`src/hdl/vef_pkg.sv`:
```
// constants, register map and envelope tables for the voice/envelope/filter core
package vef_pkg;
  // register map, voice groups repeat every stride
  localparam int VEF_REG_COUNT = 25;
  localparam int VEF_VOICES = 3;
  localparam logic [4:0] VEF_VOICE_STRIDE = 5'h07;
  localparam logic [4:0] VEF_OFS_FREQ_LO = 5'h00;
  localparam logic [4:0] VEF_OFS_FREQ_HI = 5'h01;
  localparam logic [4:0] VEF_OFS_PW_LO = 5'h02;
  localparam logic [4:0] VEF_OFS_PW_HI = 5'h03;
  localparam logic [4:0] VEF_OFS_CTRL = 5'h04;
  localparam logic [4:0] VEF_OFS_ATTACK_DECAY = 5'h05;
  localparam logic [4:0] VEF_OFS_SUSTAIN_RELEASE = 5'h06;
  localparam logic [4:0] VEF_ADDR_CUTOFF_LOW = 5'h15;
  localparam logic [4:0] VEF_ADDR_CUTOFF_HIGH = 5'h16;
  localparam logic [4:0] VEF_ADDR_RES_ROUTE = 5'h17;
  localparam logic [4:0] VEF_ADDR_MODE_VOL = 5'h18;
  localparam logic [4:0] VEF_ADDR_OSC3_READ = 5'h1b;
  localparam logic [4:0] VEF_ADDR_ENV3_READ = 5'h1c;
  localparam logic [7:0] VEF_REG_RESET = 8'h00;
  // control register bits
  localparam int VEF_CTRL_GATE = 0;
  localparam int VEF_CTRL_SYNC = 1;
  localparam int VEF_CTRL_RING = 2;
  localparam int VEF_CTRL_TEST = 3;
  localparam int VEF_CTRL_TRI = 4;
  localparam int VEF_CTRL_SAW = 5;
  localparam int VEF_CTRL_PULSE = 6;
  localparam int VEF_CTRL_NOISE = 7;
  // mode register bits
  localparam int VEF_MODE_LOW_PASS = 4;
  localparam int VEF_MODE_BAND_PASS = 5;
  localparam int VEF_MODE_HIGH_PASS = 6;
  localparam int VEF_MODE_VOICE3_OFF = 7;
  // oscillator shape
  localparam int VEF_ACC_W = 24;
  localparam int VEF_WAVE_W = 12;
  localparam int VEF_NOISE_CLK_BIT = 19;
  localparam int VEF_LFSR_W = 23;
  localparam int VEF_LFSR_TAP = 17;
  localparam logic [11:0] VEF_WAVE_FULL = 12'hfff;
  localparam logic [7:0] VEF_ENV_PEAK = 8'hff;
  // envelope rate table, full-swing times in microseconds at the reference clock
  localparam int VEF_REF_CLK_MHZ = 1;
  localparam int VEF_ENV_STEPS = 255;
  localparam int VEF_FALL_FACTOR = 3;
  localparam int VEF_ATTACK_US [16] = '{2000, 8000, 16000, 24000, 38000, 56000,
    68000, 80000, 100000, 250000, 500000, 800000, 1000000, 3000000, 5000000,
    8000000};
  localparam int VEF_FALL_US [16] = '{6000, 24000, 48000, 72000, 114000,
    168000, 204000, 240000, 300000, 750000, 1500000, 2400000, 3000000,
    9000000, 15000000, 24000000};
  typedef enum logic [1:0] {
    VEF_ENV_ATTACK,
    VEF_ENV_DECAY,
    VEF_ENV_RELEASE
  } vef_env_state_t;
  // master clock cycles per envelope step for a rate code
  function automatic logic [16:0] vef_step_cycles(input logic [3:0] code,
                                                  input logic fall);
    int us;
    us = fall ? VEF_FALL_US[code] : VEF_ATTACK_US[code];
    return 17'((us * VEF_REF_CLK_MHZ) / VEF_ENV_STEPS);
  endfunction
endpackage

```
`src/hdl/vef_env_gen.sv`:
```
// one envelope generator: 8-bit amplitude counter with rate prescaler
`timescale 1ns/100ps
`default_nettype none
module vef_env_gen (
  input wire logic i_core_clk,
  input wire logic i_reset_n,
  input wire logic i_gate,
  input wire logic [3:0] i_attack_rate_code,
  input wire logic [3:0] i_decay_rate_code,
  input wire logic [3:0] i_hold_level_code,
  input wire logic [3:0] i_release_rate_code,
  input wire logic [16:0] i_rate_div,
  output logic [7:0] o_level
);
  vef_pkg::vef_env_state_t state_reg, state_next;
  logic [7:0] level_reg, level_next;
  logic [16:0] pre_reg, pre_next;
  logic gate_reg, gate_next;
  logic [16:0] period;
  logic [7:0] target;

  assign o_level = level_reg;

  // next envelope state, level and prescaler
  always_comb begin
    state_next = state_reg;
    level_next = level_reg;
    pre_next = pre_reg + 17'h00001;
    gate_next = i_gate;
    target = {i_hold_level_code, i_hold_level_code};
    // rate chosen per phase
    case (state_reg)
      vef_pkg::VEF_ENV_ATTACK: period = vef_pkg::vef_step_cycles(i_attack_rate_code, 1'b0);
      vef_pkg::VEF_ENV_DECAY: period = vef_pkg::vef_step_cycles(i_decay_rate_code, 1'b1);
      default: period = vef_pkg::vef_step_cycles(i_release_rate_code, 1'b1);
    endcase
    period = period / i_rate_div;
    if (period == 17'h00000) begin
      period = 17'h00001;
    end
    // gate edges restart from current amplitude
    if (i_gate && !gate_reg) begin
      state_next = vef_pkg::VEF_ENV_ATTACK;
      pre_next = 17'h00000;
    end else if (!i_gate && gate_reg) begin
      state_next = vef_pkg::VEF_ENV_RELEASE;
      pre_next = 17'h00000;
    end else if (pre_next >= period) begin
      // one amplitude step per prescaler period
      pre_next = 17'h00000;
      case (state_reg)
        vef_pkg::VEF_ENV_ATTACK: begin
          // decay starts on the step that reaches peak
          if (level_reg != vef_pkg::VEF_ENV_PEAK) begin
            level_next = level_reg + 8'h01;
          end
          if (level_next == vef_pkg::VEF_ENV_PEAK) begin
            state_next = vef_pkg::VEF_ENV_DECAY;
          end
        end
        vef_pkg::VEF_ENV_DECAY: begin
          // hold at sustain level
          if (level_reg > target) begin
            level_next = level_reg - 8'h01;
          end
        end
        default: begin
          if (level_reg != 8'h00) begin
            level_next = level_reg - 8'h01;
          end
        end
      endcase
    end
  end

  // envelope registers
  always_ff @(posedge i_core_clk or negedge i_reset_n) begin
    if (!i_reset_n) begin
      state_reg <= vef_pkg::VEF_ENV_RELEASE;
      level_reg <= 8'h00;
      pre_reg <= 17'h00000;
      gate_reg <= 1'b0;
    end else begin
      state_reg <= state_next;
      level_reg <= level_next;
      pre_reg <= pre_next;
      gate_reg <= gate_next;
    end
  end

  property p_gate_rise_attack;
    @(posedge i_core_clk) disable iff (!i_reset_n)
      (i_gate && !gate_reg) |=> (state_reg == vef_pkg::VEF_ENV_ATTACK) && $stable(level_reg);
  endproperty
  a_gate_rise_attack: assert property (p_gate_rise_attack)
    else $error("gate rise did not restart attack from level");

  property p_gate_fall_release;
    @(posedge i_core_clk) disable iff (!i_reset_n)
      (!i_gate && gate_reg) |=> state_reg == vef_pkg::VEF_ENV_RELEASE;
  endproperty
  a_gate_fall_release: assert property (p_gate_fall_release)
    else $error("gate fall did not start release");

  property p_attack_rises;
    @(posedge i_core_clk) disable iff (!i_reset_n)
      (state_reg == vef_pkg::VEF_ENV_ATTACK && i_gate && gate_reg)
        |=> level_reg >= $past(level_reg);
  endproperty
  a_attack_rises: assert property (p_attack_rises)
    else $error("level fell during attack");

  property p_hold_floor;
    @(posedge i_core_clk) disable iff (!i_reset_n)
      (state_reg == vef_pkg::VEF_ENV_DECAY && level_reg >= target && i_gate && gate_reg)
        |=> level_reg >= $past(target);
  endproperty
  a_hold_floor: assert property (p_hold_floor)
    else $error("decay went below sustain level");

  property p_step_spacing;
    @(posedge i_core_clk) disable iff (!i_reset_n)
      pre_reg <= vef_pkg::vef_step_cycles(4'hf, 1'b1);
  endproperty
  a_step_spacing: assert property (p_step_spacing)
    else $error("prescaler ran past longest period");
endmodule
`default_nettype wire

```
`src/hdl/vef_core.sv`:
```
// three-voice waveform, envelope and filter control core
// Notes on behaviour
// noise steps at its oscillator's rate
// voice level scaled only by envelope
// several waveforms combine by bitwise AND
// noise plus other waveform locks noise silent
// attack code is bits 4-7
// decay code is bits 0-3
// attack times 2 ms to 8 s
// decay and release share 6 ms-24 s table
// rates counted in master clock cycles
// each rate is a full swing
// hold level code in bits 4-7
// gate clear falls to zero at release
// gate edges restart from current amplitude
// three identical seven-register voice groups
// sync and ring source rotates 3,1,2
// cutoff is 11 bits, low byte 3
// peaking level in bits 4-7
// routing bits 0-3 voice1,2,3,external
// mode bits 4,5,6 select filter outputs
// no waveform selected gives no output
// host paces gate toggling
// control bit 0 is the gate
// test bit holds oscillator and noise reset
// reset clears all registers, output silent
// envelope is prescaled 8-bit counter
`timescale 1ns/100ps
`default_nettype none
module vef_core #(
  parameter logic [16:0] RATE_DIV = 17'h00001
) (
  input wire logic i_core_clk,
  input wire logic i_reset_n,
  input wire logic i_chip_select_n,
  input wire logic i_bus_phase,
  input wire logic i_read_not_write,
  input wire logic [4:0] i_addr,
  input wire logic [7:0] i_data,
  output logic [7:0] o_data,
  output logic o_data_oe_n,
  output logic [11:0] o_voice1_amp,
  output logic [11:0] o_voice2_amp,
  output logic [11:0] o_voice3_amp,
  output logic [10:0] o_filter_cutoff_value,
  output logic [3:0] o_filter_peaking_level,
  output logic [3:0] o_filter_route,
  output logic o_low_pass_select,
  output logic o_band_pass_select,
  output logic o_high_pass_select,
  output logic o_voice3_off,
  output logic [3:0] o_volume
);
  localparam int NV = vef_pkg::VEF_VOICES;
  localparam int AW = vef_pkg::VEF_ACC_W;
  localparam int WW = vef_pkg::VEF_WAVE_W;

  logic [7:0] regs_reg [vef_pkg::VEF_REG_COUNT];
  logic [7:0] regs_next [vef_pkg::VEF_REG_COUNT];
  logic [AW-1:0] acc_reg [NV];
  logic [AW-1:0] acc_next [NV];
  logic [AW-1:0] acc_inc [NV];
  logic [vef_pkg::VEF_LFSR_W-1:0] lfsr_reg [NV];
  logic [vef_pkg::VEF_LFSR_W-1:0] lfsr_next [NV];
  logic lock_reg [NV];
  logic lock_next [NV];
  logic [WW-1:0] amp_reg [NV];
  logic [WW-1:0] amp_next [NV];
  logic [WW-1:0] wave [NV];
  logic [7:0] env [NV];
  logic [7:0] data_reg, data_next;
  logic oe_n_reg, oe_n_next;
  logic wr_strobe, rd_strobe;

  // address of a register inside a voice group
  function automatic logic [4:0] voice_addr(input int v, input logic [4:0] ofs);
    return 5'(v * vef_pkg::VEF_VOICE_STRIDE) + ofs;
  endfunction

  // voice that feeds sync and ring of voice v
  function automatic int mod_source(input int v);
    return (v + NV - 1) % NV;
  endfunction

  // control byte of voice v
  function automatic logic [7:0] ctrl_of(input int v);
    return regs_reg[voice_addr(v, vef_pkg::VEF_OFS_CTRL)];
  endfunction

  assign wr_strobe = !i_chip_select_n && i_bus_phase && !i_read_not_write;
  assign rd_strobe = !i_chip_select_n && i_bus_phase && i_read_not_write;

  // register writes, unmapped addresses ignored
  always_comb begin
    for (int a = 0; a < vef_pkg::VEF_REG_COUNT; a++) begin
      regs_next[a] = regs_reg[a];
    end
    // one decode serves every voice group
    if (wr_strobe && i_addr < 5'(vef_pkg::VEF_REG_COUNT)) begin
      regs_next[i_addr] = i_data;
    end
  end

  // register file
  always_ff @(posedge i_core_clk or negedge i_reset_n) begin
    if (!i_reset_n) begin
      // everything clears to zero
      for (int a = 0; a < vef_pkg::VEF_REG_COUNT; a++) begin
        regs_reg[a] <= vef_pkg::VEF_REG_RESET;
      end
    end else begin
      for (int a = 0; a < vef_pkg::VEF_REG_COUNT; a++) begin
        regs_reg[a] <= regs_next[a];
      end
    end
  end

  // read port, oscillator 3 and envelope 3 readback
  always_comb begin
    data_next = 8'h00;
    oe_n_next = !rd_strobe;
    if (i_addr == vef_pkg::VEF_ADDR_OSC3_READ) begin
      data_next = wave[NV-1][WW-1:WW-8];
    end else if (i_addr == vef_pkg::VEF_ADDR_ENV3_READ) begin
      data_next = env[NV-1];
    end else begin
      data_next = 8'h00;
    end
  end

  // read data registers
  always_ff @(posedge i_core_clk or negedge i_reset_n) begin
    if (!i_reset_n) begin
      data_reg <= 8'h00;
      oe_n_reg <= 1'b1;
    end else begin
      data_reg <= data_next;
      oe_n_reg <= oe_n_next;
    end
  end

  // envelope generators, one per voice
  for (genvar g = 0; g < NV; g++) begin : g_env
    vef_env_gen u_env (
      .i_core_clk(i_core_clk),
      .i_reset_n(i_reset_n),
      // gate is control bit 0
      .i_gate(regs_reg[voice_addr(g, vef_pkg::VEF_OFS_CTRL)][vef_pkg::VEF_CTRL_GATE]),
      .i_attack_rate_code(regs_reg[voice_addr(g, vef_pkg::VEF_OFS_ATTACK_DECAY)][7:4]),
      .i_decay_rate_code(regs_reg[voice_addr(g, vef_pkg::VEF_OFS_ATTACK_DECAY)][3:0]),
      .i_hold_level_code(regs_reg[voice_addr(g, vef_pkg::VEF_OFS_SUSTAIN_RELEASE)][7:4]),
      .i_release_rate_code(regs_reg[voice_addr(g, vef_pkg::VEF_OFS_SUSTAIN_RELEASE)][3:0]),
      .i_rate_div(RATE_DIV),
      .o_level(env[g])
    );
  end

  // waveform shaping from present oscillator state
  always_comb begin
    for (int v = 0; v < NV; v++) begin
      logic [7:0] c;
      logic [AW-1:0] a;
      logic msb;
      logic [WW-1:0] pw;
      logic [WW-1:0] tri_w;
      logic [WW-1:0] pul_w;
      logic [WW-1:0] noi_w;
      logic [vef_pkg::VEF_LFSR_W-1:0] n;
      c = ctrl_of(v);
      a = acc_reg[v];
      n = lfsr_reg[v];
      pw = {regs_reg[voice_addr(v, vef_pkg::VEF_OFS_PW_HI)][3:0],
            regs_reg[voice_addr(v, vef_pkg::VEF_OFS_PW_LO)]};
      // ring modulation takes the rotated source msb
      msb = a[AW-1] ^ (c[vef_pkg::VEF_CTRL_RING] & acc_reg[mod_source(v)][AW-1]);
      tri_w = msb ? ~a[AW-2:AW-1-WW] : a[AW-2:AW-1-WW];
      pul_w = (c[vef_pkg::VEF_CTRL_TEST] || a[AW-1:AW-WW] >= pw) ?
              vef_pkg::VEF_WAVE_FULL : 12'h000;
      noi_w = {n[22], n[20], n[16], n[13], n[11], n[7], n[4], n[2], 4'h0};
      // a locked noise generator stays silent
      if (lock_reg[v]) begin
        noi_w = 12'h000;
      end
      // selected waveforms are ANDed together
      wave[v] = vef_pkg::VEF_WAVE_FULL;
      if (c[vef_pkg::VEF_CTRL_TRI]) begin
        wave[v] = wave[v] & tri_w;
      end
      if (c[vef_pkg::VEF_CTRL_SAW]) begin
        wave[v] = wave[v] & a[AW-1:AW-WW];
      end
      if (c[vef_pkg::VEF_CTRL_PULSE]) begin
        wave[v] = wave[v] & pul_w;
      end
      if (c[vef_pkg::VEF_CTRL_NOISE]) begin
        wave[v] = wave[v] & noi_w;
      end
      // nothing selected gives nothing
      if (c[7:4] == 4'h0) begin
        wave[v] = 12'h000;
      end
    end
  end

  // oscillator, noise and amplitude next values
  always_comb begin
    for (int v = 0; v < NV; v++) begin
      acc_inc[v] = acc_reg[v] + AW'({regs_reg[voice_addr(v, vef_pkg::VEF_OFS_FREQ_HI)],
                                     regs_reg[voice_addr(v, vef_pkg::VEF_OFS_FREQ_LO)]});
    end
    for (int v = 0; v < NV; v++) begin
      logic [7:0] c;
      logic [19:0] prod;
      logic src_wrap;
      logic noise_clk;
      c = ctrl_of(v);
      src_wrap = !acc_reg[mod_source(v)][AW-1] && acc_inc[mod_source(v)][AW-1];
      noise_clk = !acc_reg[v][vef_pkg::VEF_NOISE_CLK_BIT] &&
                  acc_inc[v][vef_pkg::VEF_NOISE_CLK_BIT];
      acc_next[v] = acc_inc[v];
      lfsr_next[v] = lfsr_reg[v];
      lock_next[v] = lock_reg[v];
      // hard sync from the rotated source
      if (c[vef_pkg::VEF_CTRL_SYNC] && src_wrap) begin
        acc_next[v] = '0;
      end
      // noise shifts when its oscillator crosses the noise bit
      if (noise_clk) begin
        lfsr_next[v] = {lfsr_reg[v][vef_pkg::VEF_LFSR_W-2:0],
                        ~(lfsr_reg[v][vef_pkg::VEF_LFSR_W-1] ^
                          lfsr_reg[v][vef_pkg::VEF_LFSR_TAP])};
        // mixing noise with another waveform locks it
        if (c[vef_pkg::VEF_CTRL_NOISE] && c[6:4] != 3'h0) begin
          lock_next[v] = 1'b1;
        end
      end
      // test holds oscillator and noise at zero
      if (c[vef_pkg::VEF_CTRL_TEST]) begin
        acc_next[v] = '0;
        lfsr_next[v] = '0;
        lock_next[v] = 1'b0;
      end
      // amplitude follows the envelope only
      prod = wave[v] * env[v];
      amp_next[v] = prod[19:8];
    end
  end

  // oscillator state and voice outputs
  always_ff @(posedge i_core_clk or negedge i_reset_n) begin
    if (!i_reset_n) begin
      for (int v = 0; v < NV; v++) begin
        acc_reg[v] <= '0;
        lfsr_reg[v] <= '0;
        lock_reg[v] <= 1'b0;
        amp_reg[v] <= 12'h000;
      end
    end else begin
      for (int v = 0; v < NV; v++) begin
        acc_reg[v] <= acc_next[v];
        lfsr_reg[v] <= lfsr_next[v];
        lock_reg[v] <= lock_next[v];
        amp_reg[v] <= amp_next[v];
      end
    end
  end

  // outputs taken straight from registers
  assign o_data = data_reg;
  assign o_data_oe_n = oe_n_reg;
  assign o_voice1_amp = amp_reg[0];
  assign o_voice2_amp = amp_reg[1];
  assign o_voice3_amp = amp_reg[2];
  // cutoff uses low bits 0-2 only
  assign o_filter_cutoff_value = {regs_reg[vef_pkg::VEF_ADDR_CUTOFF_HIGH],
                                  regs_reg[vef_pkg::VEF_ADDR_CUTOFF_LOW][2:0]};
  // peaking level and routing
  assign o_filter_peaking_level = regs_reg[vef_pkg::VEF_ADDR_RES_ROUTE][7:4];
  assign o_filter_route = regs_reg[vef_pkg::VEF_ADDR_RES_ROUTE][3:0];
  // filter output selects
  assign o_low_pass_select = regs_reg[vef_pkg::VEF_ADDR_MODE_VOL][vef_pkg::VEF_MODE_LOW_PASS];
  assign o_band_pass_select = regs_reg[vef_pkg::VEF_ADDR_MODE_VOL][vef_pkg::VEF_MODE_BAND_PASS];
  assign o_high_pass_select = regs_reg[vef_pkg::VEF_ADDR_MODE_VOL][vef_pkg::VEF_MODE_HIGH_PASS];
  assign o_voice3_off = regs_reg[vef_pkg::VEF_ADDR_MODE_VOL][vef_pkg::VEF_MODE_VOICE3_OFF];
  assign o_volume = regs_reg[vef_pkg::VEF_ADDR_MODE_VOL][3:0];

  property p_silent_at_zero_env;
    @(posedge i_core_clk) disable iff (!i_reset_n)
      env[0] == 8'h00 |=> o_voice1_amp == 12'h000;
  endproperty
  a_silent_at_zero_env: assert property (p_silent_at_zero_env)
    else $error("voice audible with zero envelope");

  property p_no_wave_silent;
    @(posedge i_core_clk) disable iff (!i_reset_n)
      regs_reg[voice_addr(0, vef_pkg::VEF_OFS_CTRL)][7:4] == 4'h0 |=> o_voice1_amp == 12'h000;
  endproperty
  a_no_wave_silent: assert property (p_no_wave_silent)
    else $error("voice heard with no waveform selected");

  property p_test_clears_lock;
    @(posedge i_core_clk) disable iff (!i_reset_n)
      regs_reg[voice_addr(2, vef_pkg::VEF_OFS_CTRL)][vef_pkg::VEF_CTRL_TEST]
        |=> !lock_reg[2] && acc_reg[2] == '0;
  endproperty
  a_test_clears_lock: assert property (p_test_clears_lock)
    else $error("test bit did not clear oscillator");

  property p_cutoff_write;
    @(posedge i_core_clk) disable iff (!i_reset_n)
      (wr_strobe && i_addr == vef_pkg::VEF_ADDR_CUTOFF_LOW)
        |=> o_filter_cutoff_value[2:0] == $past(i_data[2:0]);
  endproperty
  a_cutoff_write: assert property (p_cutoff_write)
    else $error("cutoff low bits not taken");

  property p_route_write;
    @(posedge i_core_clk) disable iff (!i_reset_n)
      (wr_strobe && i_addr == vef_pkg::VEF_ADDR_RES_ROUTE)
        |=> o_filter_route == $past(i_data[3:0]) ##1 $stable(o_filter_peaking_level) || wr_strobe;
  endproperty
  a_route_write: assert property (p_route_write)
    else $error("routing bits not taken");
endmodule
`default_nettype wire

```
`config.mk`:
```
export PLATFORM = sky130hd
export DESIGN_NAME = vef_core
export DESIGN_NICKNAME = d
export VERILOG_FILES = /design/src/hdl/vef_pkg.sv /design/src/hdl/vef_env_gen.sv /design/src/hdl/vef_core.sv
export SDC_FILE = /design/constraint.sdc
export NUM_CORES = 2
export LEC_CHECK = 0
export ABC_AREA = 1
export BUFFER_PORTS_ARGS = -buffer_cell sky130_fd_sc_hd__buf_2
export CAP_MARGIN = 10
export CORE_AREA = 8 8 286 288
export DETAILED_ROUTE_END_ITERATION = 12
export DIE_AREA = 0 0 294 296
export HOLD_SLACK_MARGIN = 0.03
export PLACE_DENSITY = 0.84
export SLEW_MARGIN = 0
export SYNTH_ARGS = -nofsm -noshare
export SYNTH_HDL_FRONTEND = slang
export SYNTH_SLANG_ARGS = --single-unit
```
`constraint.sdc`:
```
create_clock -name i_core_clk -period 10.2 [get_ports i_core_clk]
set_input_delay 1.53 -clock i_core_clk [delete_from_list [all_inputs] [get_ports i_core_clk]]
set_output_delay 1.53 -clock i_core_clk [all_outputs]
set_load 0.01 [all_outputs]
```
# Word-level counts from Yosys, hierarchy flattened
# Memory sizes are Yosys's and may differ from the RTL's.
# Cells that the tools add are included.
dict set report op_classes {
  addsub 12
  mul 3
  n_div 9
  n_lt_le_gt_ge 21
  eq_ne 14
  mux 122
  bitwise_logic 40
  n_reduce_logical 83
}
# cell count
set ops {}
lappend ops {{two-way mux 32 bit} 18}
lappend ops {{divider 32 x 9 -> 32 bit, second input constant} 9}
lappend ops {{two-way mux 12 bit} 24}
lappend ops {{two-way mux 17 bit} 12}
lappend ops {{bitwise mux 200 bit} 1}
lappend ops {{two-way mux 8 bit} 24}
lappend ops {{two-way mux 24 bit} 6}
lappend ops {{two-way mux 23 bit} 6}
lappend ops {{bitwise AND 12 bit} 9}
lappend ops {{one-hot mux 17 bit (2 select lines)} 3}
lappend ops {{adder 24 x 16 -> 24 bit} 3}
lappend ops {{multiplier 12 x 8 -> 20 bit} 3}
lappend ops {{adder 17 x 1 -> 17 bit, second input constant} 3}
lappend ops {{greater-or-equal comparator 17 bit} 3}
lappend ops {{logical NOT 17 bit} 3}
lappend ops {{one-hot mux 8 bit (2 select lines)} 3}
lappend ops {{greater-or-equal comparator 5 bit, second input constant} 9}
lappend ops {{inverter 4 -> 5 bit} 9}
lappend ops {{nonzero test 3 bit} 15}
lappend ops {{demux 8 bit (select 5 bit)} 1}
lappend ops {{greater-or-equal comparator 12 bit} 3}
lappend ops {{inverter 12 bit} 3}
lappend ops {{two-way mux 2 bit} 15}
lappend ops {{adder 8 x 1 -> 8 bit, second input constant} 3}
lappend ops {{25 further kinds} 116}
dict set report totals {
  regBits 473
  mem_bits_ro 4608
  inputBits 18
  out_inout_bits 72
  elab_cells 364
  mem_count 9
}
# memory words width read_ports rd_ports_with_merged_regs wr line
set memory_table {}
lappend memory_table {{(no name shown)} 16 32 1 0 0 vef_pkg.sv:62} ;# us = fall ? VEF_FALL_US[code] : VEF_ATTACK_US[code];
lappend memory_table {{(no name shown)} 16 32 1 0 0 vef_pkg.sv:62}
lappend memory_table {{(no name shown)} 16 32 1 0 0 vef_pkg.sv:62}
lappend memory_table {{(no name shown)} 16 32 1 0 0 vef_pkg.sv:62}
lappend memory_table {{(no name shown)} 16 32 1 0 0 vef_pkg.sv:62}
lappend memory_table {{(no name shown)} 16 32 1 0 0 vef_pkg.sv:62}
lappend memory_table {{+3 memories} -- -- -- -- -- --}

# Depth between registers and ports, before layout
dict set report logic_depth {
  depth_word 18
  depth_mapped 97
  mapped_depth_nobuf 95
}

# Modules after synthesis
# From an unflattened synthesis, not the netlist that was laid out.
dict set report unflattened {
  hier_cells 10217
  hier_area_um2 67692.4
}
# mod n_inst cells_each area_per_inst_um2 seq_area_each_um2
set modules_own_cells {}
lappend modules_own_cells {vef_core 1 3122 26136.3 9310.2}
lappend modules_own_cells {{vef_env_gen (g_env[1].u_env)} 1 2432 14221.1 701.9}
lappend modules_own_cells {{vef_env_gen (g_env[0].u_env)} 1 2332 13695.6 701.9}
lappend modules_own_cells {{vef_env_gen (g_env[2].u_env)} 1 2331 13639.3 701.9}

# Worst setup path before layout
# No wires, ideal clock.
dict set report synth_path {
  kind {reg-to-reg}
  startpoint {reg regs_reg[156] (netlist name)}
  endpoint {reg g_env[0].u_env.level_reg[1]}
  setup_ns 0.138
  t_arrival_ns 9.757
  required_time_ns 10.062
  setup_slack_ns 0.304
  path_stages_with_launch 87
  n_path_buf 2
  synth_period_minus_slack_ns 9.896
  cell_sequence {dfrtp_1 -> inv_1 -> ha_1 -> inv_1 -> nor2_1 -> o21ai_0 -> nand2_1 -> nand3_1 -> inv_1 -> nand3_1 -> nor2_4 -> nand3b_1 -> nand2_2 -> nand3_1 -> nand2_2 -> nand3_1 -> nor2_2 -> nand2_2 -> (+51 left out) -> nor2_1 -> nand2_1 -> nor2_1 -> nand2_1 -> nand2_1 -> nand2_1 -> nor2_1 -> nand3_1 -> ha_1 -> o2111ai_1 -> a21oi_1 -> o21ai_0 -> a2111oi_0 -> inv_1 -> nand2_1 -> clkinv_1 -> o211ai_1 -> o21ai_0}
}
dict set report synth_between {
  elab_chain_len 10
}
# element line
set synth_lines {}
lappend synth_lines {{start, declared} vef_core.sv:58} ;# logic [7:0] regs_reg [vef_pkg::VEF_REG_COUNT];
lappend synth_lines {{start signal, assigned by index} vef_core.sv:109} ;# regs_reg[a] <= vef_pkg::VEF_REG_RESET;
lappend synth_lines {{start signal, assigned by index} vef_core.sv:113} ;# regs_reg[a] <= regs_next[a];
lappend synth_lines {{inverter 4 -> 5 bit (*)} --}
lappend synth_lines {{memory (16 x 32 bit) (*)} --}
lappend synth_lines {{two-way mux 32 bit (not written as such) (*) (2 in a row)} vef_pkg.sv:62}
lappend synth_lines {{divider 32 x 9 -> 32 bit (*)} vef_pkg.sv:63} ;# return 17'((us * VEF_REF_CLK_MHZ) / VEF_ENV_STEPS);
lappend synth_lines {{one-hot mux 17 bit (2 select lines) (*)} vef_env_gen.sv:32} ;# case (state_reg)
lappend synth_lines {{logical NOT 17 bit} vef_env_gen.sv:38} ;# if (period == 17'h00000) begin
lappend synth_lines {{two-way mux 17 bit (*)} vef_env_gen.sv:38}
lappend synth_lines {{greater-or-equal comparator 17 bit (*)} vef_env_gen.sv:48} ;# end else if (pre_next >= period) begin
lappend synth_lines {{AND reduction 5 bit (no line) (*)} --}
lappend synth_lines {{end signal, assigned} vef_env_gen.sv:85} ;# level_reg <= level_next;
lappend synth_lines {{end, declared} vef_env_gen.sv:16} ;# logic [7:0] level_reg, level_next;
# Mark *: on every way between the ends. The rest lies on a longest branch, timed or not. The select of a mux whose other input is x is not followed.
# A chain may end at the register's enable or synchronous reset.

# Worst setup path in the final report
dict set report layout_path {
  startpoint {reg regs_reg[100] (netlist name)}
  endpoint {reg g_env[1].u_env.level_reg[3]}
}
dict set report layout_between {
  elab_chain_len 10
}
# element line
set layout_lines {}
lappend layout_lines {{inverter 4 -> 5 bit (*)} --}
lappend layout_lines {{memory (16 x 32 bit) (*)} --}
lappend layout_lines {{two-way mux 32 bit (not written as such) (*) (2 in a row)} vef_pkg.sv:62}
lappend layout_lines {{divider 32 x 9 -> 32 bit (*)} vef_pkg.sv:63}
lappend layout_lines {{one-hot mux 17 bit (2 select lines) (*)} vef_env_gen.sv:32}
lappend layout_lines {{logical NOT 17 bit} vef_env_gen.sv:38}
lappend layout_lines {{two-way mux 17 bit (*)} vef_env_gen.sv:38}
lappend layout_lines {{greater-or-equal comparator 17 bit (*)} vef_env_gen.sv:48}
lappend layout_lines {{AND reduction 5 bit (no line) (*)} --}
lappend layout_lines {{end signal, assigned} vef_env_gen.sv:85}
lappend layout_lines {{end, declared} vef_env_gen.sv:16}
# Marked as above.

==> flow_summary.ini <==
[global_routing]
globalRouteTotalUtil_pct = 27.1
grt_max_degree = 122
grt_pass1_wl_mm = 200
antenna_found_initial = 7
overflow = 0
first_global_vias = 42300

[floorplan]
die_w_um = 294
die-height_um = 296
coreArea_um2 = 77000
dieArea_um2 = 87000
initial_utilization_pct = 58.5
num_rows = 102
num_io_pins = 90

[worst_setup_path]
crit_fanout = 7
slowest_delay_ns = 0.41
reg2regPathDepth = 83
critPathLaunch = regs_reg[100]$_DFFE_PN0P_
worstSetupPathType = flip-flop to flip-flop
cp_data_arrival_time_ns = 10.68
cp-start-kind = flip-flop
worst_ep_required_time_ns = 10.67
end_kind = flip-flop
crit_slowest_cell = dfrtp_2
rr_startpoint = regs_reg[100]$_DFFE_PN0P_
crit_top_cell = nand2_4

[sta]
slew_headroom_pct = 14.8
fmax_mhz = 98.0
finClkSkew_ns = 0.0353
finalCritPeriodShare_pct = 100
tightestPinTransition_ns = 1.27
slew_violations = 0
setup_violations = 3
rsz0062_at_grt = true
finalWorstSetupSlack_ns = -0.00880
tns_ns = -0.0179
hold_viol = 0
period_needed_ns = 10.21

[min_path]
hold_path.startpoint = regs_reg[48]$_DFFE_PN0P_
min_path_type = flip-flop to flip-flop
hold_depth = 0

[clock_tree]
cts.htree.levels = 2
clkSinkCount = 456
cts_tree = yes
cts_buffers = 53
clk_latency_ns = 0.63
clk_path_buf_depth = 3
path_clk_slew_ns = 0.06
cts_root_buf = clkbuf_16

[detailed_routing]
drt_iter0_drc = 4012
vias_per_cell = 5.78
wl_mm = 131
final_antenna_net_count = 0
vias = 45800
wire_per_inst_um = 16.6
drt_pass1_iterations = 9
drcViolationCount = 0

[finish]
largest_reg_flops = 156
syn_to_final_growth_pct = 21.2
final_util_pct = 70.9
most-common-layout-cells = 1377 x nand2_1, 887 x inv_1, 547 x nor2_1
fill_cells = 5776
drive_gt1_share_pct = 22.8
layout_commonest_cell = nand2_1
num-nets-final = 7411

[logic_synthesis]
yosys_warnings = 0
seq_area_frac_synth_pct = 25.4
synth_seq_cells = 456
synthesis.nets = 7000
syn_area_per_cell_um2 = 7.00
synth_edf_count = 0
synth_async_sr_flop_share_pct = 100
syn_area_um2 = 45000
syn_inst = 6433
synthDistinctLibCells = 79
synth_flop_cell = dfrtp_1

[placement]
gp_congestion = 0.968
hpwlAfterDp_mm = 89.5
numPortBuffers = 89

[outcome]
violations = negative setup slack
status = finished, violations left

[job]
cap_violations = 0
-- critical path: cells and delay by family, from the launching register on --
kind | cells | cell delay, ns
flip-flops | 1 | 0.41
AO/OA/AOI/OAI | 10 | 1.46
adder cells (fa/ha/maj) | 6 | 1.07
AND/OR/NAND/NOR | 51 | 5.64
buffers and inverters | 16 | 1.50
-- Yosys cell counts (31+ instances only) --
library cell,instances,area share [%]
nand4_1,89,1.2
nand2_2,97,1.3
nor2_1,642,5.4
inv_2,70,0.58
o21ai_0,439,4.9
nand2_1,1561,13
nand3_1,375,4.2
clkbuf_1,112,0.93
xor2_1,90,1.8
o22ai_1,97,1.3
a21oi_1,232,2.6
o21ai_1,31,0.34
buf_4,39,0.65
nor2_2,57,0.79
fa_1,180,8.0
inv_1,947,7.9
ha_1,369,10
nand3_2,37,0.82
nor3_1,112,1.2
dfrtp_1,452,25
-- cells by family (layout without fill, tap and decap cells) --
group | Yosys count | in the layout | synth area share, %
other | 0 | 3 | 0
buffers and inverters | 1227 | 1674 | 10.8
muxes | 1 | 1 | 0.0250
AOI/OAI and AO/OA | 979 | 979 | 12.4
xor gates and xnor gates | 118 | 118 | 2.33
and+or+nand+nor | 3103 | 3110 | 30.8
adders and majority gates | 549 | 549 | 18.3
DFF | 456 | 456 | 25.4
-- stage by stage --
step,hold slack (ns),setup WS (ns),std cells,cell area [um^2]
finish,0.434,-0.00880,7930,54600
global route,0.457,-0.668,7929,54600
CTS,0.439,-0.00537,7765,50100
detailed placement,0.431,-0.413,7640,47900
global placement,0.422,-0.307,7640,47900
floorplan,0.398,0.304,6433,45000
-- cell type report --
| cell class | instances | area, um^2 | area share (%) |
|---|---|---|---|
| timing repair buffer | 533 | 4030 | 7.38 |
| clock inverter | 29 | 319 | 0.585 |
| inverter | 1041 | 3980 | 7.29 |
| tap | 1040 | 1300 | 2.38 |
| sequential | 456 | 11400 | 21.0 |
| antenna | 3 | 7.51 | 0.0138 |
| multi-input combinational | 4757 | 32000 | 58.6 |
| clock buffer | 69 | 1500 | 2.75 |
| timing repair inverter | 2 | 12.5 | 0.0229 |
-- timing repair --
item	4_1_cts	5_1_grt
hold endpoints to repair	0	0
gates cloned	3	7
hold buffers	0	0
resized for setup	71	863
setup endpoints to repair	64	81
pin swaps	20	320
buffers inserted	24	158
-- final timing paths --
path | endpoint | slack [ns]
max | g_env[1].u_env.o_level[3]$_DFFE_PN0P_ | -0.009
min | g_env[2].u_env.gate_reg$_DFF_PN0_ | 0.43
max reg2reg | g_env[1].u_env.o_level[3]$_DFFE_PN0P_ | -0.009
min reg2reg | g_env[2].u_env.gate_reg$_DFF_PN0_ | 0.43
max in group asynchronous | o_voice1_amp[4]$_DFF_PN0_ | 7.30
min in group asynchronous | lfsr_reg[8]$_DFFE_PN0P_ | 0.93
-- layer usage --
layer	up-vias	track usage, %	wire (um)
met2	1985	47.0	64400
met5	-	0	28
met3	482	3.35	9040
li1	21500	-	-
met4	4	9.12	5440
met1	21800	34.9	52600
Power is left out: the tool's default activity adds up to more than one toggle a clock period on the data nets, which glitch-free logic cannot reach.
